--- src/rtl/psm_defines.svh ---
// Register indices, field positions, cause codes and reset values
`ifndef PSM_DEFINES_SVH
`define PSM_DEFINES_SVH
`define PSM_IDX_MASTER   8'h30
`define PSM_IDX_IDLE     8'h31
`define PSM_IDX_INPSEL   8'h32
`define PSM_IDX_TRIGEN   8'h33
`define PSM_IDX_TRAPEN   8'h34
`define PSM_IDX_ROUTE    8'h35
`define PSM_IDX_IRQLO    8'h36
`define PSM_IDX_IRQHI    8'h37
`define PSM_IDX_DRQ      8'h38
`define PSM_IDX_RANGE    8'h3C
`define PSM_IDX_RESUME   8'h3D
`define PSM_IDX_SHADOW   8'h3F
`define PSM_IDX_PWRCTL   8'h40
`define PSM_IDX_PWRDATA  8'h41
`define PSM_IDX_MEMLO    8'h25
`define PSM_IDX_MEMHI    8'h26
`define PSM_IDX_MEMMSK   8'h27
`define PSM_IDX_RTCPORT  8'h70
`define PSM_MST_UNIT_EN  2
`define PSM_MST_SMI_EN   4
`define PSM_MST_SW_STOP  5
`define PSM_MST_NODRQREL 6
`define PSM_MST_NOIRQREL 7
`define PSM_INP_THROTTLE 4
`define PSM_INP_IRQSEL   7
`define PSM_TRG_RTC      3
`define PSM_TRG_INPUT    4
`define PSM_TRG_IRQ      5
`define PSM_TRG_DRQ      6
`define PSM_TRG_SUSPEND  7
`define PSM_RES_PREP     2
`define PSM_PWC_LEVEL    0
`define PSM_PWC_LATCH    2
`define PSM_CAUSE_RTC    4'h4
`define PSM_CAUSE_INPUT  4'h5
`define PSM_CAUSE_IRQ    4'h6
`define PSM_CAUSE_DRQ    4'h7
`define PSM_CAUSE_SUSP   4'h8
`define PSM_CAUSE_TRAP0  4'h9
`define PSM_RST_REG      8'h00
`define PSM_RST_PWRCTL   8'h01
`endif

--- src/rtl/psm_pkg.sv ---
// Types shared by the power-management event block
package psm_pkg;
    typedef enum logic [1:0] {
        PSM_ROUTE_SMI  = 2'b00,
        PSM_ROUTE_NMI  = 2'b01,
        PSM_ROUTE_IRQ15 = 2'b10,
        PSM_ROUTE_IRQ10 = 2'b11
    } psm_route_t;
    typedef enum logic [0:0] {
        PSM_STOP_IDLE = 1'b0,
        PSM_STOP_HALT = 1'b1
    } psm_stop_t;
endpackage

--- src/rtl/psm_sync.sv ---
// Two-flop synchroniser bank for pin inputs
`timescale 1ns/1ps
module psm_sync #(
    parameter int W = 8
) (
    // Clock and reset
    input  wire logic         mclk,
    input  wire logic         rst,
    // Data
    input  wire logic [W-1:0] din,
    output logic      [W-1:0] dout
);
    logic [W-1:0] stage1;

    // First stage feeds only the second
    always_ff @(posedge mclk) begin
        if (rst) begin
            stage1 <= '0;
            dout   <= '0;
        end else begin
            stage1 <= din;
            dout   <= stage1;
        end
    end
endmodule // psm_sync

--- src/rtl/psm_pmu.sv ---
// Power-management trigger, trap, stop-clock and power-strobe logic
//
// How it works
// - Five activity triggers feed the interrupt.
// - Unit enable gates every power event.
// - Global enable; zero write drops interrupt.
// - Selected IRQ activity raises cause 6.
// - Selected DRQ activity raises cause 7.
// - Selected input device access raises cause 5.
// - RTC alarm raises cause 4.
// - Suspend button, chosen polarity, raises cause 8.
// - Cause code readable in low nibble.
// - Zero write to trigger enable drops pending.
// - Five trap events give causes 9 to D.
// - Zero write to trap enable drops trap.
// - Trap ranges decoded from range registers.
// - Resume-prepare bit pulses chip resume.
// - Shadow of last RTC index port write.
// - Software stop request self-clears on release.
// - Any interrupt event releases stop-clock.
// - IRQ/NMI release unless blocked, per select.
// - DRQ/master requests release unless blocked.
// - Idle timeout asserts stop when throttling.
// - Latched mode: power bits follow data, strobe pulses low.
// - Level mode: strobe follows level bit.
// - Route select chooses interrupt delivery pin.
//
// The Wishbone interface to the registers was chosen for this implementation.
`timescale 1ns/1ps
`include "psm_defines.svh"
module psm_pmu (
    // Clock and reset
    input  wire logic        mclk,
    input  wire logic        rst,
    // Wishbone slave
    input  wire logic        wb_cyc_i,
    input  wire logic        wb_stb_i,
    input  wire logic        wb_we_i,
    input  wire logic [9:0]  wb_adr_i,
    input  wire logic [3:0]  wb_sel_i,
    input  wire logic [31:0] wb_dat_i,
    output logic      [31:0] wb_dat_o,
    output logic             wb_ack_o,
    // Activity pins, asynchronous
    input  wire logic [15:0] irqActive,
    input  wire logic [7:0]  drqActive,
    input  wire logic        nmiActive,
    input  wire logic        masterReq,
    input  wire logic        rtcAlarm,
    input  wire logic        suspendButtonInput,
    input  wire logic        idleTimeout,
    // Host access snoop, same clock
    input  wire logic        ioWrite,
    input  wire logic        accessValid,
    input  wire logic        accessIsMem,
    input  wire logic [15:0] accessAddr,
    input  wire logic [7:0]  accessData,
    input  wire logic        hardDiskAccess,
    input  wire logic        printerPortAccess,
    input  wire logic [2:0]  inputDevAccess,
    // Processor side
    output logic             smiOut,
    output logic             nmiOut,
    output logic             irq15Out,
    output logic             irq10Out,
    output logic             cpuClockHaltReq,
    output logic             resumePrep,
    // Power-control outputs
    output logic [7:0]       dramAddrLinesLow,
    output logic             powerStrobeOut
);
    ////////////////////////////////////////////////////////////////////
    // Pin synchronisers
    logic [15:0] irqS;
    logic [7:0]  drqS;
    logic [4:0]  miscS;
    logic        nmiS, masterS, rtcS, suspS, idleS;

    psm_sync #(.W(16)) uSyncIrq (
        .mclk (mclk),
        .rst  (rst),
        .din  (irqActive),
        .dout (irqS)
    );
    psm_sync #(.W(8)) uSyncDrq (
        .mclk (mclk),
        .rst  (rst),
        .din  (drqActive),
        .dout (drqS)
    );
    psm_sync #(.W(5)) uSyncMisc (
        .mclk (mclk),
        .rst  (rst),
        .din  ({nmiActive, masterReq, rtcAlarm, suspendButtonInput,
                idleTimeout}),
        .dout (miscS)
    );
    assign {nmiS, masterS, rtcS, suspS, idleS} = miscS;

    ////////////////////////////////////////////////////////////////////
    // Register bus: index is word address, one-cycle ack
    logic [7:0] idx;
    logic       req, wr, rdHit;
    assign idx = wb_adr_i[9:2];
    assign req = wb_cyc_i && wb_stb_i && !wb_ack_o;
    assign wr  = req && wb_we_i && wb_sel_i[0];

    function automatic logic wrAt(input logic [7:0] i);
        return wr && (idx == i);
    endfunction

    logic [7:0] regMaster, regIdle, regInpSel, regTrigEn, regTrapEn;
    logic [7:0] regRoute, regIrqLo, regIrqHi, regDrq, regRange;
    logic [7:0] regResume, regShadow, regPwrCtl, regPwrData;
    logic [7:0] regMemLo, regMemHi, regMemMsk;
    logic [3:0] cause;
    logic       stopRel;

    // Ack pulses one cycle, drops in the next
    always_ff @(posedge mclk) begin
        if (rst) begin
            wb_ack_o <= 1'b0;
        end else begin
            wb_ack_o <= req;
        end
    end

    // Plain configuration registers
    always_ff @(posedge mclk) begin
        if (rst) begin
            regIdle    <= `PSM_RST_REG;
            regInpSel  <= `PSM_RST_REG;
            regRoute   <= `PSM_RST_REG;
            regIrqLo   <= `PSM_RST_REG;
            regIrqHi   <= `PSM_RST_REG;
            regDrq     <= `PSM_RST_REG;
            regRange   <= `PSM_RST_REG;
            regPwrCtl  <= `PSM_RST_PWRCTL;
            regPwrData <= `PSM_RST_REG;
            regMemLo   <= `PSM_RST_REG;
            regMemHi   <= `PSM_RST_REG;
            regMemMsk  <= `PSM_RST_REG;
        end else begin
            if (wrAt(`PSM_IDX_IDLE))    regIdle    <= wb_dat_i[7:0];
            if (wrAt(`PSM_IDX_INPSEL))  regInpSel  <= wb_dat_i[7:0];
            if (wrAt(`PSM_IDX_ROUTE))   regRoute   <= wb_dat_i[7:0];
            if (wrAt(`PSM_IDX_IRQLO))   regIrqLo   <= wb_dat_i[7:0];
            if (wrAt(`PSM_IDX_IRQHI))   regIrqHi   <= wb_dat_i[7:0];
            if (wrAt(`PSM_IDX_DRQ))     regDrq     <= wb_dat_i[7:0];
            if (wrAt(`PSM_IDX_RANGE))   regRange   <= wb_dat_i[7:0];
            if (wrAt(`PSM_IDX_PWRCTL))  regPwrCtl  <= wb_dat_i[7:0];
            if (wrAt(`PSM_IDX_PWRDATA)) regPwrData <= wb_dat_i[7:0];
            if (wrAt(`PSM_IDX_MEMLO))   regMemLo   <= wb_dat_i[7:0];
            if (wrAt(`PSM_IDX_MEMHI))   regMemHi   <= wb_dat_i[7:0];
            if (wrAt(`PSM_IDX_MEMMSK))  regMemMsk  <= wb_dat_i[7:0];
        end
    end

    // Enable registers; pending events live beside them
    always_ff @(posedge mclk) begin
        if (rst) begin
            regTrigEn <= `PSM_RST_REG;
            regTrapEn <= `PSM_RST_REG;
        end else begin
            if (wrAt(`PSM_IDX_TRIGEN)) regTrigEn <= wb_dat_i[7:0];
            if (wrAt(`PSM_IDX_TRAPEN)) regTrapEn <= wb_dat_i[7:0];
        end
    end

    // Master control; software stop bit clears on release
    always_ff @(posedge mclk) begin
        if (rst) begin
            regMaster <= `PSM_RST_REG;
        end else if (wrAt(`PSM_IDX_MASTER)) begin
            regMaster <= wb_dat_i[7:0];
        end else if (stopRel) begin
            regMaster[`PSM_MST_SW_STOP] <= 1'b0;
        end
    end

    // Resume-prepare bit strobes out and reads back zero
    always_ff @(posedge mclk) begin
        if (rst) begin
            regResume  <= `PSM_RST_REG;
            resumePrep <= 1'b0;
        end else begin
            resumePrep <= wrAt(`PSM_IDX_RESUME)
                          && wb_dat_i[`PSM_RES_PREP];
            if (wrAt(`PSM_IDX_RESUME)) begin
                regResume <= wb_dat_i[7:0] & 8'hFB;
            end
        end
    end

    // Shadow of host writes to the RTC index port
    always_ff @(posedge mclk) begin
        if (rst) begin
            regShadow <= `PSM_RST_REG;
        end else if (accessValid && !accessIsMem && ioWrite
                     && accessAddr == {8'h00, `PSM_IDX_RTCPORT}) begin
            regShadow <= accessData;
        end
    end

    ////////////////////////////////////////////////////////////////////
    // Event detection
    logic unitEn;
    assign unitEn = regMaster[`PSM_MST_UNIT_EN];

    logic [15:0] irqSel;
    logic        irqHit, drqHit, inputHit, suspHit;
    assign irqSel   = {regIrqHi, regIrqLo};
    assign irqHit   = |(irqS & irqSel);
    assign drqHit   = |(drqS & regDrq);
    assign inputHit = |(inputDevAccess & regInpSel[7:5]);
    // Polarity 00 high, 01 low, 1x either level seen as change
    logic suspPrev;
    always_ff @(posedge mclk) begin
        if (rst) begin
            suspPrev <= 1'b0;
        end else begin
            suspPrev <= suspS;
        end
    end
    always_comb begin
        unique case (regTrapEn[6:5])
            2'b00:   suspHit = suspS;
            2'b01:   suspHit = !suspS;
            default: suspHit = suspS ^ suspPrev;
        endcase
    end

    // Trap range decode: VGA window, general I/O block, memory window
    logic vgaHit, ioHit, memHit;
    always_comb begin
        unique case (regRange[1:0])
            2'b00: vgaHit = accessAddr[15:4] == 12'h03B
                            || accessAddr[15:4] == 12'h03C
                            || accessAddr[15:4] == 12'h03D;
            2'b01: vgaHit = accessAddr[15:4] == 12'h03B;
            2'b10: vgaHit = accessAddr[15:4] == 12'h03C;
            2'b11: vgaHit = accessAddr[15:4] == 12'h03D;
        endcase
        vgaHit = vgaHit && accessValid && !accessIsMem;
    end
    assign ioHit  = accessValid && !accessIsMem && regRange[4:2] != 3'h0
                    && accessAddr[15:7] == {6'h00, regRange[4:2]};
    assign memHit = accessValid && accessIsMem
                    && ((accessAddr ^ {regMemHi, regMemLo})
                        & ~{regMemMsk, 8'h00}) == 16'h0000;

    logic [4:0] trapHit;
    assign trapHit = {memHit, ioHit, printerPortAccess && accessValid,
                      hardDiskAccess && accessValid, vgaHit};

    logic [4:0] trigHit;
    assign trigHit = {suspHit & regTrigEn[`PSM_TRG_SUSPEND],
                      drqHit  & regTrigEn[`PSM_TRG_DRQ],
                      irqHit  & regTrigEn[`PSM_TRG_IRQ],
                      inputHit & regTrigEn[`PSM_TRG_INPUT],
                      rtcS    & regTrigEn[`PSM_TRG_RTC]};

    ////////////////////////////////////////////////////////////////////
    // Pending flags: set wins over a zero write to the enable
    logic [4:0] trigPend, trapPend;
    logic [4:0] trigKeep, trapKeep;
    assign trigKeep = ~{5{wrAt(`PSM_IDX_TRIGEN)}} | wb_dat_i[7:3];
    assign trapKeep = ~{5{wrAt(`PSM_IDX_TRAPEN)}} | wb_dat_i[4:0];
    always_ff @(posedge mclk) begin
        if (rst) begin
            trigPend <= 5'h00;
            trapPend <= 5'h00;
        end else begin
            trigPend <= (trigPend & trigKeep & {5{unitEn}})
                        | (trigHit & {5{unitEn}});
            trapPend <= (trapPend & trapKeep & {5{unitEn}})
                        | (trapHit & regTrapEn[4:0]
                           & {5{unitEn}});
        end
    end

    // Cause code of the lowest-numbered pending event
    function automatic logic [3:0] causeOf(input logic [4:0] tg,
                                            input logic [4:0] tp);
        logic [3:0] c;
        c = 4'h0;
        for (int i = 4; i >= 0; i--) begin
            if (tp[i]) c = `PSM_CAUSE_TRAP0 + 4'(i);
        end
        for (int i = 4; i >= 0; i--) begin
            if (tg[i]) c = `PSM_CAUSE_RTC + 4'(i);
        end
        return c;
    endfunction

    logic anyPend, anyNew;
    assign anyPend = |trigPend || |trapPend;
    assign anyNew  = unitEn && (|trigHit || |(trapHit & regTrapEn[4:0]));

    // Cause latch and interrupt line, held until enable is cleared
    logic smiLvl;
    always_ff @(posedge mclk) begin
        if (rst) begin
            smiLvl <= 1'b0;
            cause  <= 4'h0;
        end else if (!regMaster[`PSM_MST_SMI_EN]) begin
            smiLvl <= 1'b0;
        end else if (!smiLvl && anyPend) begin
            smiLvl <= 1'b1;
            cause  <= causeOf(trigPend, trapPend);
        end
    end

    // Route onto the selected processor pin
    psm_pkg::psm_route_t route;
    assign route = psm_pkg::psm_route_t'(regRoute[5:4]);
    always_ff @(posedge mclk) begin
        if (rst) begin
            smiOut   <= 1'b0;
            nmiOut   <= 1'b0;
            irq15Out <= 1'b0;
            irq10Out <= 1'b0;
        end else begin
            smiOut   <= smiLvl && route == psm_pkg::PSM_ROUTE_SMI;
            nmiOut   <= smiLvl && route == psm_pkg::PSM_ROUTE_NMI;
            irq15Out <= smiLvl && route == psm_pkg::PSM_ROUTE_IRQ15;
            irq10Out <= smiLvl && route == psm_pkg::PSM_ROUTE_IRQ10;
        end
    end

    ////////////////////////////////////////////////////////////////////
    // Stop-clock request
    logic irqRel, drqRel;
    assign irqRel = !regMaster[`PSM_MST_NOIRQREL]
                    && (nmiS || (!regInpSel[`PSM_INP_IRQSEL]
                                 && |(irqS & irqSel)));
    assign drqRel = !regMaster[`PSM_MST_NODRQREL]
                    && (|drqS || masterS);
    // An interrupt event releases unconditionally
    assign stopRel = cpuClockHaltReq
                     && (anyNew || smiLvl || irqRel || drqRel);

    psm_pkg::psm_stop_t stopState;
    logic throttleGo;
    // No throttling while an interrupt stands
    assign throttleGo = unitEn && regInpSel[`PSM_INP_THROTTLE]
                        && idleS && !smiLvl;
    always_ff @(posedge mclk) begin
        if (rst) begin
            stopState <= psm_pkg::PSM_STOP_IDLE;
        end else begin
            unique case (stopState)
                psm_pkg::PSM_STOP_IDLE:
                    if ((regMaster[`PSM_MST_SW_STOP] || throttleGo)
                        && !stopRel && !anyNew) begin
                        stopState <= psm_pkg::PSM_STOP_HALT;
                    end
                psm_pkg::PSM_STOP_HALT:
                    if (stopRel) begin
                        stopState <= psm_pkg::PSM_STOP_IDLE;
                    end
            endcase
        end
    end
    assign cpuClockHaltReq = stopState == psm_pkg::PSM_STOP_HALT;

    ////////////////////////////////////////////////////////////////////
    // Power-control outputs
    logic pwcLatchWr;
    assign pwcLatchWr = wrAt(`PSM_IDX_PWRCTL) && regPwrCtl[`PSM_PWC_LATCH]
                        && !wb_dat_i[`PSM_PWC_LEVEL];
    always_ff @(posedge mclk) begin
        if (rst) begin
            dramAddrLinesLow <= 8'h00;
            powerStrobeOut   <= 1'b1;
        end else if (regPwrCtl[`PSM_PWC_LATCH]) begin
            dramAddrLinesLow <= regPwrData;
            powerStrobeOut   <= !pwcLatchWr;
        end else begin
            powerStrobeOut   <= regPwrCtl[`PSM_PWC_LEVEL];
        end
    end

    ////////////////////////////////////////////////////////////////////
    // Read mux, unmapped indices read zero
    logic [7:0] rdData;
    always_comb begin
        rdHit  = 1'b1;
        unique case (idx)
            `PSM_IDX_MASTER:  rdData = regMaster;
            `PSM_IDX_IDLE:    rdData = regIdle;
            `PSM_IDX_INPSEL:  rdData = regInpSel;
            `PSM_IDX_TRIGEN:  rdData = regTrigEn;
            `PSM_IDX_TRAPEN:  rdData = regTrapEn;
            `PSM_IDX_ROUTE:   rdData = {regRoute[7:4], cause};
            `PSM_IDX_IRQLO:   rdData = regIrqLo;
            `PSM_IDX_IRQHI:   rdData = regIrqHi;
            `PSM_IDX_DRQ:     rdData = regDrq;
            `PSM_IDX_RANGE:   rdData = regRange;
            `PSM_IDX_RESUME:  rdData = regResume;
            `PSM_IDX_SHADOW:  rdData = regShadow;
            `PSM_IDX_PWRCTL:  rdData = regPwrCtl;
            `PSM_IDX_PWRDATA: rdData = regPwrData;
            `PSM_IDX_MEMLO:   rdData = regMemLo;
            `PSM_IDX_MEMHI:   rdData = regMemHi;
            `PSM_IDX_MEMMSK:  rdData = regMemMsk;
            default: begin
                rdData = 8'h00;
                rdHit  = 1'b0;
            end
        endcase
    end
    always_ff @(posedge mclk) begin
        if (rst) begin
            wb_dat_o <= 32'h0000_0000;
        end else if (req && !wb_we_i && rdHit) begin
            wb_dat_o <= {24'h000000, rdData};
        end else begin
            wb_dat_o <= 32'h0000_0000;
        end
    end
endmodule // psm_pmu

--- config.mk ---
export PLATFORM = sky130hd
export DESIGN_NAME = psm_pmu
export DESIGN_NICKNAME = d
export VERILOG_FILES = /design/src/rtl/psm_pkg.sv /design/src/rtl/psm_sync.sv /design/src/rtl/psm_pmu.sv
export VERILOG_INCLUDE_DIRS = /design/src /design/src/rtl
export SDC_FILE = /design/constraint.sdc
export NUM_CORES = 1
export LEC_CHECK = 0
export ABC_CLOCK_PERIOD_IN_PS = 1860
export BUFFER_PORTS_ARGS = -buffer_cell sky130_fd_sc_hd__buf_2
export CAP_MARGIN = 20
export CORE_MARGIN = 5
export CORE_UTILIZATION = 51
export CTS_CLUSTER_SIZE = 24
export DETAILED_ROUTE_END_ITERATION = 10
export GPL_TIMING_DRIVEN = 0
export PLACE_DENSITY = 0.83
export SLEW_MARGIN = 20
export SYNTH_ARGS = -nofsm -noshare
export SYNTH_HDL_FRONTEND = slang
export SYNTH_SLANG_ARGS = --single-unit
export TNS_END_PERCENT = 100
--- constraint.sdc ---
create_clock -name mclk -period 1.86 [get_ports mclk]
set_input_delay 0.372 -clock mclk [delete_from_list [all_inputs] [get_ports mclk]]
set_output_delay 0.372 -clock mclk [all_outputs]
set_load 0.01 [all_outputs]
==> key figures, run 1 <==
Synthesis
  – Synth top area share: 46.8%
  – Synth Register Bits: 229
  – Top_reg_cell synth: dfxtp_1
  – Mean Syn Cell Area: 8.78 sq um
  – Synth top area cells: dfxtp_1 47%, mux2i_1 6.9%, a21oi_1 6.2%
  – Cell type with the largest total area after synthesis: dfxtp_1
  – Register area share after synthesis: 46.8%
  – EDFF count, synth: 0
  – Count of unique library cells instantiated by Yosys: 70
  – Netlist Area Pre-Place: 9800 sq um
  – Most common cell in the netlist: dfxtp_1
  – Synth warn: 0
  – Ys async rst share: 0%
  – Commonest cells post-synth: 229 x dfxtp_1, 161 x nand2_1, 122 x a21oi_1, 83 x nor2_1, 76 x nand3_1
  – Mapped Cells: 1116

Run status
  – Failing checks: setup timing
  – Status: finished, violations left

Finish
  – P&R area growth vs syn: 20.0%
  – Layout Cell Area excl Fill: 11800 sq um
  – Finished Layout Cells: 1554
  – Reg area: 4590 sq um
  – Filler cell count: 1623
  – Ant diodes: 0
  – Post-layout nets: 1391
  – Footprint of the multi-input gates: 4830 sq um
  – Layout cells sized above 1: 19.9%

Min path
  – Worst min-delay path category: in2reg
  – Hold path depth: 2

Floorplan
  – Die area: 22100 sq um
  – Die height: 149 microns
  – Boundary Pins: 160
  – Row count: 50
  – Core box area: 18800 sq um
  – Initial Utilization: 52.0%
  – Die W: 149 microns

Detailed routing
  – Wire per inst: 21.2 microns
  – Drt initial violations: 1130
  – DRC violations left: 0
  – DRT antenna net count: 0
  – Vias: 9058
  – Drt total wl: 33000 microns
  – Vias/cell: 5.83
  – First-pass iteration count of the detailed router: 6

Placement
  – Final Wtd Congestion: 1.03
  – IO Port Bufs: 100
  – Placed Cells: 1499
  – Post-DP HPWL: 24200 microns
  – Placed standard-cell area: 10700 sq um
  – Post-Place Setup Slack: -681 ps

Timing
  – Clock skew: 9.24 ps
  – Setup ws final: -39.0 ps
  – RSZ-0062 raised after global routing: yes
  – Min Hold Slack: 37.2 ps
  – Fmax: 527 MHz
  – Fin. max-slew vios: 0
  – Final hold viol count: 0
  – Relative slew slack: 40.2%
  – Final Critical Period: 1900 ps
  – Actual slew at the worst max-slew pin: 898 ps
  – Final setup violation count: 5
  – Tcrit/Tclk final: 102%

Pwr
  – Sw Share: 23.7%
  – Lkg Pwr: 4.49 nW
  – Combinational Power Share: 6.2%
  – Flop pwr share: 47.2%
  – Power per cell area: 898 nW/um^2
  – Clock Power Share: 46.6%
  – Power, Total: 0.0106 W
  – Switching pwr: 0.00250 W
  – Peak supply drop: 0.000770 V
  – Cell-internal power: 0.00805 W

Clock tree
  – Worst-Skew Late Latency: 540 ps
  – Max clock buf depth: 3
  – Root Buffer Master: clkbuf_16
  – CTS Hold Bufs: 0
  – CTS buffer count: 25
  – H-Tree Level Count: 1
  – CTS sink count: 229
  – Clock transition at path regs: 60 ps
  – CTS tree: done

Setup path
  – Top delay family on crit path: simple AND/OR/NAND/NOR gates
  – Buffers & Inverters on Critical Path: 0
  – Levels on crit path: 4
  – Worst stage delay on the critical path: 530 ps
  – Worst Setup End Kind: register
  – Critical Path, Cell by Cell: or4_4 -> or4_4 -> and2_4 -> o221a_1
  – Crit path required time: 2290 ps
  – Cell at the slowest stage of the critical path: or4_4
  – Critical path class: reg2reg
  – Worst reg-to-reg path cell count: 4
  – CP Launch Type: register
  – Most frequent CP cell: or4_4
  – Worst EP arrival: 2330 ps
  – Critical Path Fanout Max: 3

Global route
  – GRT Total Usage: 28.9%
  – Antenna violations before repair: 0
  – Vias in the first global route: 8532
  – Global-route wire length before repair: 49300 microns
  – Largest net degree at the start of global routing: 15
  – Global route overflow: 0

Flow run
  – Max-cap violation count: 0
power groups by stage:
stage	Combinational (W)	Clock [W]	Sequential, W
CTS	0.000627	0.00494	0.00498
finish	0.000653	0.00492	0.00498
global route	0.000688	0.00517	0.00499
detailed placement	0.000619	0	0.00509
floorplan	0.000350	0	0.00508
global placement	0.000615	0	0.00509
cell type report:
cell class	instances	share of cell area, %
plain buffers	99	4.61
inverters	9	0.287
clock buffers	30	5.74
flip-flops and latches	229	39.0
well taps	260	2.77
repair buffers	113	5.30
multi-input cells	802	41.1
clock inverters	12	1.16
final timing paths:
check                                                 endpoint                           from  slack [ps]
worst max register to register           cause[2]$_SDFFE_PP0P_         trigPend[2]$_SDFF_PP0_         -40
worst min register to register     uSyncDrq.dout[0]$_SDFF_PP0_  uSyncDrq.stage1[0]$_SDFF_PP0_         430
worst min-delay path            uSyncIrq.stage1[11]$_SDFF_PP0_                  irqActive[11]          40
worst max-delay path                     cause[2]$_SDFFE_PP0P_         trigPend[2]$_SDFF_PP0_         -40
placed cells by master (no fill, tap or decap), types with 4 or more instances in the layout:
cell type,instances
a21oi_1,122
nand3_2,4
nor2b_1,66
buf_2,114
o21ai_0,27
or4_4,4
xor2_1,5
mux2_2,14
o22ai_1,12
clkinv_2,5
clkbuf_16,25
xnor2_1,14
a221oi_1,4
nor2_1,79
nand2b_1,6
clkbuf_8,4
nand4_1,8
buf_4,36
nand2_1,160
nand3_1,72
a22o_1,8
clkbuf_2,6
dfxtp_1,226
mux2i_1,68
and3_1,4
a22oi_1,22
a211oi_1,5
inv_1,9
a31oi_1,5
clkbuf_1,48
conb_1,24
nor3_1,7
buf_6,5
through the flow:
stage               util [%]  setup TNS [ps]
finish                  62.4            -143
global route            62.4            -254
CTS                     61.7           -5.80
detailed placement      56.9          -62630
global placement        56.9          -59710
floorplan                  -               0
logic make-up (layout without fill, tap and decap cells):
kind of cell    count (synthesis)  in the layout  synth area share (%)
simple gates                  446            446                  22.8
xor+xnor                       19             19                  1.70
compound gates                229            229                  14.1
other cells                     1             24                0.0383
buf+inv                       108            263                  5.58
flops                         229            229                  46.8
mux                            84             84                  9.02
metal layers:
layer	track usage (%)	routed length (microns)
met1	38.7	12800
met2	45.8	14800
met3	5.58	3730
met4	12.2	1730
met5	0	0
worst register-to-register path, stage by stage (launching register included):
cell	delay, ps
dfxtp_2	330
or4_4	530
or4_4	530
and2_4	180
o221a_1	230
registers in the layout, summed over array words and instances (netlist names), 7 cells and up:
register          count
dramAddrLinesLow      8
regDrq                8
regIdle               8
regInpSel             8
regIrqHi              8
regIrqLo              8
regMaster             8
regMemHi              8
regMemLo              8
regMemMsk             8
regPwrCtl             8
regPwrData            8
regRange              8
regResume             7
regShadow             8
regTrapEn             8
regTrigEn             8
uSyncDrq.dout         8
uSyncDrq.stage1       8
uSyncIrq.dout        16
uSyncIrq.stage1      16
wb_dat_o              8
repair_timing:
item / 4_1_cts / 5_1_grt
pin swaps: 6 / 7
resized for setup: 21 / 19
buffers inserted: 4 / 9
endpoints found under the setup margin: 85 / 72
(Power assumes the default switching activity.)
==> run 2: changes to the inputs <==
==> constraint.sdc (replaced) <==
create_clock -name mclk -period 1.86 [get_ports mclk]
set_input_delay 0.093 -clock mclk [delete_from_list [all_inputs] [get_ports mclk]]
set_output_delay 0.093 -clock mclk [all_outputs]
set_load 0.01 [all_outputs]
==> key figures, run 2 (same netlist as run 1, synthesis figures left out) <==
Detailed routing
  – Drt initial violations: 1246 (was 1130)
  – Vias/cell: 5.83 (about the same)
  – Drt total wl: 33600 microns (was 33000 microns)
  – DRC violations left: 0 (unchanged)
  – Wire per inst: 21.1 microns (was 21.2 microns)
  – DRT antenna net count: 0 (unchanged)
  – First-pass iteration count of the detailed router: 6 (unchanged)
  – Vias: 9294 (was 9058)

Floorplan
  – Core box area: 18800 sq um (unchanged)
  – Die height: 149 microns (unchanged)
  – Die W: 149 microns (unchanged)
  – Boundary Pins: 160 (unchanged)
  – Row count: 50 (unchanged)
  – Initial Utilization: 52.0% (unchanged)
  – Die area: 22100 sq um (unchanged)

Finish
  – Top flop regs: uSyncIrq.dout x16, uSyncIrq.stage1 x16 (unchanged)
  – Ant diodes: 0 (unchanged)
  – Filler cell count: 1560 (was 1623)
  – Layout Cell Area excl Fill: 12200 sq um (was 11800 sq um)
  – Commonest non-fill, non-tap cell in the layout: dfxtp_1 (unchanged)
  – Post-layout nets: 1430 (was 1391)
  – Layout cells sized above 1: 18.6% (was 19.9%)
  – P&R area growth vs syn: 24.1% (was 20.0%)
  – Commonest non-fill, non-tap cells in the layout: 226 x dfxtp_1, 159 x nand2_1, 122 x a21oi_1, 117 x buf_2, 81 x nor2_1 (was 226 x dfxtp_1, 160 x nand2_1, 122 x a21oi_1, 114 x buf_2, 79 x nor2_1)

Setup path
  – Cell at the slowest stage of the critical path: or4_4 (unchanged)
  – Worst Setup End Kind: register (unchanged)
  – Most frequent CP cell: or4_4 (unchanged)
  – Crit path required time: 2290 ps (about the same)
  – Critical Path Fanout Max: 3 (unchanged)
  – Worst stage delay on the critical path: 530 ps (about the same)
  – CP Launch Type: register (unchanged)
  – Critical path class: reg2reg (unchanged)
  – Register-to-register setup slack: -50 ps (was -40 ps)
  – Worst EP arrival: 2340 ps (was 2330 ps)
  – Critical Path, Cell by Cell: or4_4 -> or4_4 -> and2_4 -> o221a_1 (unchanged)

Placement
  – IO Port Bufs: 100 (unchanged)
  – Post-DP HPWL: 24200 microns (unchanged)
  – Placed standard-cell area: 10700 sq um (unchanged)
  – Final Wtd Congestion: 1.03 (unchanged)

Clock tree
  – Clock transition at path regs: 60 ps (about the same)
  – Root Buffer Master: clkbuf_16 (unchanged)
  – H-Tree Level Count: 1 (unchanged)
  – Worst-Skew Late Latency: 540 ps (about the same)
  – CTS buffer count: 25 (unchanged)
  – CTS tree: done (unchanged)
  – CTS sink count: 229 (unchanged)
  – Max clock buf depth: 3 (unchanged)

Global route
  – Antenna violations before repair: 0 (unchanged)
  – Vias in the first global route: 8776 (was 8532)
  – Global-route wire length before repair: 50300 microns (was 49300 microns)
  – Global route overflow: 0 (unchanged)
  – GRT Total Usage: 29.4% (was 28.9%)
  – Largest net degree at the start of global routing: 15 (unchanged)

Timing
  – Relative slew slack: 37.6% (was 40.2%)
  – Tcrit/Tclk final: 103% (was 102%)
  – Fmax: 524 MHz (was 527 MHz)
  – Clock skew: 6.77 ps (was 9.24 ps)
  – Setup TNS: -89.3 ps (was -143 ps)
  – Actual slew at the worst max-slew pin: 928 ps (was 898 ps)
  – Final setup violation count: 4 (was 5)
  – Final hold viol count: 0 (unchanged)
  – Setup ws final: -47.3 ps (was -39.0 ps)
  – RSZ-0062 raised after global routing: yes (unchanged)
  – Fin. max-slew vios: 0 (unchanged)
  – Final Critical Period: 1910 ps (was 1900 ps)

Flow run
  – Max-cap violation count: 0 (unchanged)

Pwr
  – Peak supply drop: 0.000786 V (was 0.000770 V)
  – Power per cell area: 875 nW/um^2 (was 898 nW/um^2)
  – Lkg Pwr: 4.62 nW (was 4.49 nW)

Min path
  – Worst min-delay path category: in2reg (unchanged)

Run status
  – Status: finished, violations left (unchanged)
  – Failing checks: setup timing (unchanged)
[run 2: routing by layer]
layer | vias to the layer above | wire (microns) | global-route usage [%]
li1 | 4248 | - | -
met1 | 4337 | 13000 | 38.9
met2 | 590 | 15200 | 47.1
met3 | 119 | 3760 | 5.51
met4 | 0 | 1630 | 12.7
met5 | - | 0 | 0
[run 2: worst paths after layout]
| path | cells after the start | startpoint | endpoint |
|---|---|---|---|
| max | 4 | trigPend[2]$_SDFF_PP0_ | cause[2]$_SDFFE_PP0P_ |
| min | 5 | accessAddr[7] | trapPend[0]$_SDFF_PP0_ |
| max reg2reg | 4 | trigPend[2]$_SDFF_PP0_ | cause[2]$_SDFFE_PP0P_ |
| min reg2reg | 1 | uSyncDrq.stage1[0]$_SDFF_PP0_ | uSyncDrq.dout[0]$_SDFF_PP0_ |
[run 2: critical path: cells and delay by family (launching register included)]
family,cells,cell delay [ps]
AO/OA/AOI/OAI,1,230
AND/OR/NAND/NOR,3,1240
flip-flops,1,330
[run 2: what timing repair did]
| action | CTS | global route |
|---|---|---|
| endpoints found under the hold margin | 53 | 0 |
| gates resized for setup | 18 | 15 |
| endpoints found under the setup margin | 74 | 35 |
| hold buffers | 47 | 0 |
| buffers inserted | 4 | 2 |
| pin swaps | 5 | 5 |
[run 2: area by class of cell]
class / instances / area [sq um] / area share [%]
Multi-Input combinational cell: 802 / 4840 / 39.8
Tap cell: 260 / 325 / 2.68
Clock inverter: 12 / 136 / 1.12
Sequential cell: 229 / 4590 / 37.7
Inverter: 9 / 33.8 / 0.278
Buffer: 98 / 528 / 4.34
Timing Repair Buffer: 153 / 1030 / 8.46
Clock buffer: 30 / 674 / 5.55
[run 2: stage by stage]
stage	setup WS, ps	hold slack [ps]	power, W	util [%]	instances
detailed placement	-402	305	0.00571	56.9	1499
global placement	-421	302	0.00570	56.9	1499
finish	-47.3	24.2	0.0106	64.6	1593
floorplan	37.2	221	0.00543	-	1139
global route	-62.8	45.4	0.0109	64.6	1593
CTS	-5.80	10.8	0.0106	64.2	1592
[run 2: where the power goes]
part | total, W | switching [W] | leakage [nW] | internal (W)
sequential | 0.00498 | 0.0000178 | 1.86 | 0.00496
combinational | 0.000726 | 0.000448 | 2.37 | 0.000279
clock | 0.00493 | 0.00206 | 0.394 | 0.00287
==> run 3: changes to the inputs <==
Settings changed: ABC_CLOCK_PERIOD_IN_PS 1860 to 1900, CORE_UTILIZATION 51 to 55.
Clock period 1.86 ns to 1.9 ns, I/O delays scaled along.
==> key figures, run 3 (same netlist as run 1, synthesis figures left out) <==
Run status
  – Status: finished, violations left (unchanged)
  – Failing checks: setup timing (unchanged)

Global route
  – Global-route wire length before repair: 50400 microns (was 50300 microns)
  – Antenna violations before repair: 1 (was 0)
  – Largest net degree at the start of global routing: 16 (was 15)
  – Global route overflow: 0 (unchanged)
  – Vias in the first global route: 8588 (was 8776)
  – GRT Total Usage: 32.2% (was 29.4%)

Clock tree
  – Root Buffer Master: clkbuf_16 (unchanged)
  – CTS sink count: 229 (unchanged)
  – Clock transition at path regs: 60 ps (about the same)
  – CTS tree: done (unchanged)
  – Max clock buf depth: 3 (unchanged)
  – Worst-Skew Late Latency: 530 ps (was 540 ps)
  – H-Tree Level Count: 1 (unchanged)
  – CTS buffer count: 23 (was 25)

Detailed routing
  – DRT antenna net count: 0 (unchanged)
  – Vias: 9308 (was 9294)
  – Drt total wl: 34100 microns (was 33600 microns)
  – Drt initial violations: 1305 (was 1246)
  – Vias/cell: 5.96 (was 5.83)
  – Wire per inst: 21.8 microns (was 21.1 microns)
  – DRC violations left: 0 (unchanged)
  – First-pass iteration count of the detailed router: 6 (unchanged)

Finish
  – Commonest non-fill, non-tap cells in the layout: 224 x dfxtp_1, 158 x nand2_1, 119 x a21oi_1, 117 x buf_2, 80 x nor2_1 (was 226 x dfxtp_1, 159 x nand2_1, 122 x a21oi_1, 117 x buf_2, 81 x nor2_1)
  – Top flop regs: uSyncIrq.dout x16, uSyncIrq.stage1 x16 (unchanged)
  – Finished Layout Cells: 1563 (was 1593)
  – P&R area growth vs syn: 24.6% (was 24.1%)
  – Reg area: 4590 sq um (about the same)
  – Footprint of the multi-input gates: 4850 sq um (was 4840 sq um)
  – Fin util: 70.3% (was 64.6%)
  – Post-layout nets: 1433 (was 1430)
  – Ant diodes: 0 (unchanged)
  – Layout cells sized above 1: 19.1% (was 18.6%)
  – Filler cell count: 1363 (was 1560)
  – Commonest non-fill, non-tap cell in the layout: dfxtp_1 (unchanged)

Floorplan
  – Boundary Pins: 160 (unchanged)
  – Die area: 20600 sq um (was 22100 sq um)
  – Core box area: 17400 sq um (was 18800 sq um)
  – Die W: 143 microns (was 149 microns)
  – Row count: 48 (was 50)
  – Initial Utilization: 56.4% (was 52.0%)
  – Die height: 143 microns (was 149 microns)

Timing
  – Tcrit/Tclk final: 104% (was 103%)
  – Setup TNS: -159 ps (was -89.3 ps)
  – Fin. max-slew vios: 0 (unchanged)
  – Relative slew slack: 32.8% (was 37.6%)
  – Setup ws final: -70.6 ps (was -47.3 ps)
  – Fmax: 507 MHz (was 524 MHz)
  – Min Hold Slack: 17.1 ps (was 24.2 ps)
  – Actual slew at the worst max-slew pin: 1010 ps (was 928 ps)
  – Final Critical Period: 1970 ps (was 1910 ps)
  – Clock skew: 8.62 ps (was 6.77 ps)
  – RSZ-0062 raised after global routing: yes (unchanged)
  – Final setup violation count: 4 (unchanged)
  – Final hold viol count: 0 (unchanged)

Pwr
  – Power per cell area: 864 nW/um^2 (was 875 nW/um^2)
  – Switching pwr: 0.00246 W (was 0.00252 W)
  – Lkg Pwr: 4.67 nW (was 4.62 nW)
  – Peak supply drop: 0.000998 V (was 0.000786 V)
  – Flop pwr share: 46.2% (was 46.9%)
  – Power, Total: 0.0105 W (was 0.0106 W)
  – Cell-internal power: 0.00809 W (was 0.00811 W)
  – Combinational Power Share: 6.8% (about the same)
  – Sw Share: 23.3% (was 23.7%)
  – Clock Power Share: 47.0% (was 46.3%)

Placement
  – Post-DP HPWL: 23900 microns (was 24200 microns)
  – IO Port Bufs: 100 (unchanged)
  – Placed Cells: 1464 (was 1499)
  – Final Wtd Congestion: 1.03 (about the same)

Setup path
  – Critical path class: reg2reg (unchanged)
  – Worst Setup End Kind: register (unchanged)
  – Worst EP arrival: 2390 ps (was 2340 ps)
  – CP Launch Type: register (unchanged)
  – Critical Path Fanout Max: 3 (unchanged)
  – Register-to-register setup slack: -70 ps (was -50 ps)
  – Crit path required time: 2320 ps (was 2290 ps)

Flow run
  – Max-cap violation count: 0 (unchanged)

Min path
  – Worst min-delay path category: in2reg (unchanged)
==> run 3: repair_timing <==
item | 4_1_cts | 5_1_grt
gates resized for setup | 17 | 23
pin swaps | 3 | 6
endpoints found under the setup margin | 63 | 36
setup buffers | 3 | 6
hold endpoints to repair | 48 | 1
hold buffers | 47 | 1
==> run 3: area by class of cell <==
| class | instances | area share [%] |
|---|---|---|
| clock buffer | 29 | 5.23 |
| tap | 225 | 2.31 |
| multi-input combinational | 802 | 39.7 |
| sequential | 229 | 37.6 |
| buffer | 99 | 4.31 |
| clock inverter | 13 | 1.61 |
| timing repair buffer | 157 | 8.93 |
| inverter | 9 | 0.277 |
==> run 3: path summary, 6_finish.rpt <==
path | startpoint | to | depth (start not counted)
worst min-delay path | accessAddr[8] | trapPend[0]$_SDFF_PP0_ | 5
worst max register to register | trigPend[0]$_SDFF_PP0_ | cause[2]$_SDFFE_PP0P_ | 4
worst min register to register | uSyncDrq.stage1[6]$_SDFF_PP0_ | uSyncDrq.dout[6]$_SDFF_PP0_ | 1
worst max-delay path | trigPend[0]$_SDFF_PP0_ | cause[2]$_SDFFE_PP0P_ | 4
==> run 3: worst max-delay path, cell delays in order (launching register included) <==
cell and delay [ps]:
dfxtp_2 320, or4_4 530, or4_4 580, and2_4 200, o221a_1 240
==> run 3: routing by layer <==
layer,vias to the layer above,global-route usage [%],share of wire (%)
li1,4254,-,-
met1,4331,44.0,39
met2,598,49.5,44
met3,123,6.96,12
met4,2,13.8,5.1
met5,-,0,0.038
==> run 3: power groups by stage <==
stage	logic (W)	registers, W	clock network (W)
finish	0.000716	0.00487	0.00496
global route	0.000752	0.00488	0.00516
CTS	0.000678	0.00487	0.00495
detailed placement	0.000603	0.00498	0
global placement	0.000599	0.00498	0
floorplan	0.000343	0.00498	0
==> run 3: metrics by stage <==
stage	worst slack, ps	instance area (sq um)
after CTS	-43.4	12000
after global placement	-399	10700
after floorplan	77.2	9880
final	-70.6	12200
after detailed placement	-377	10700
after global routing	-75.8	12200
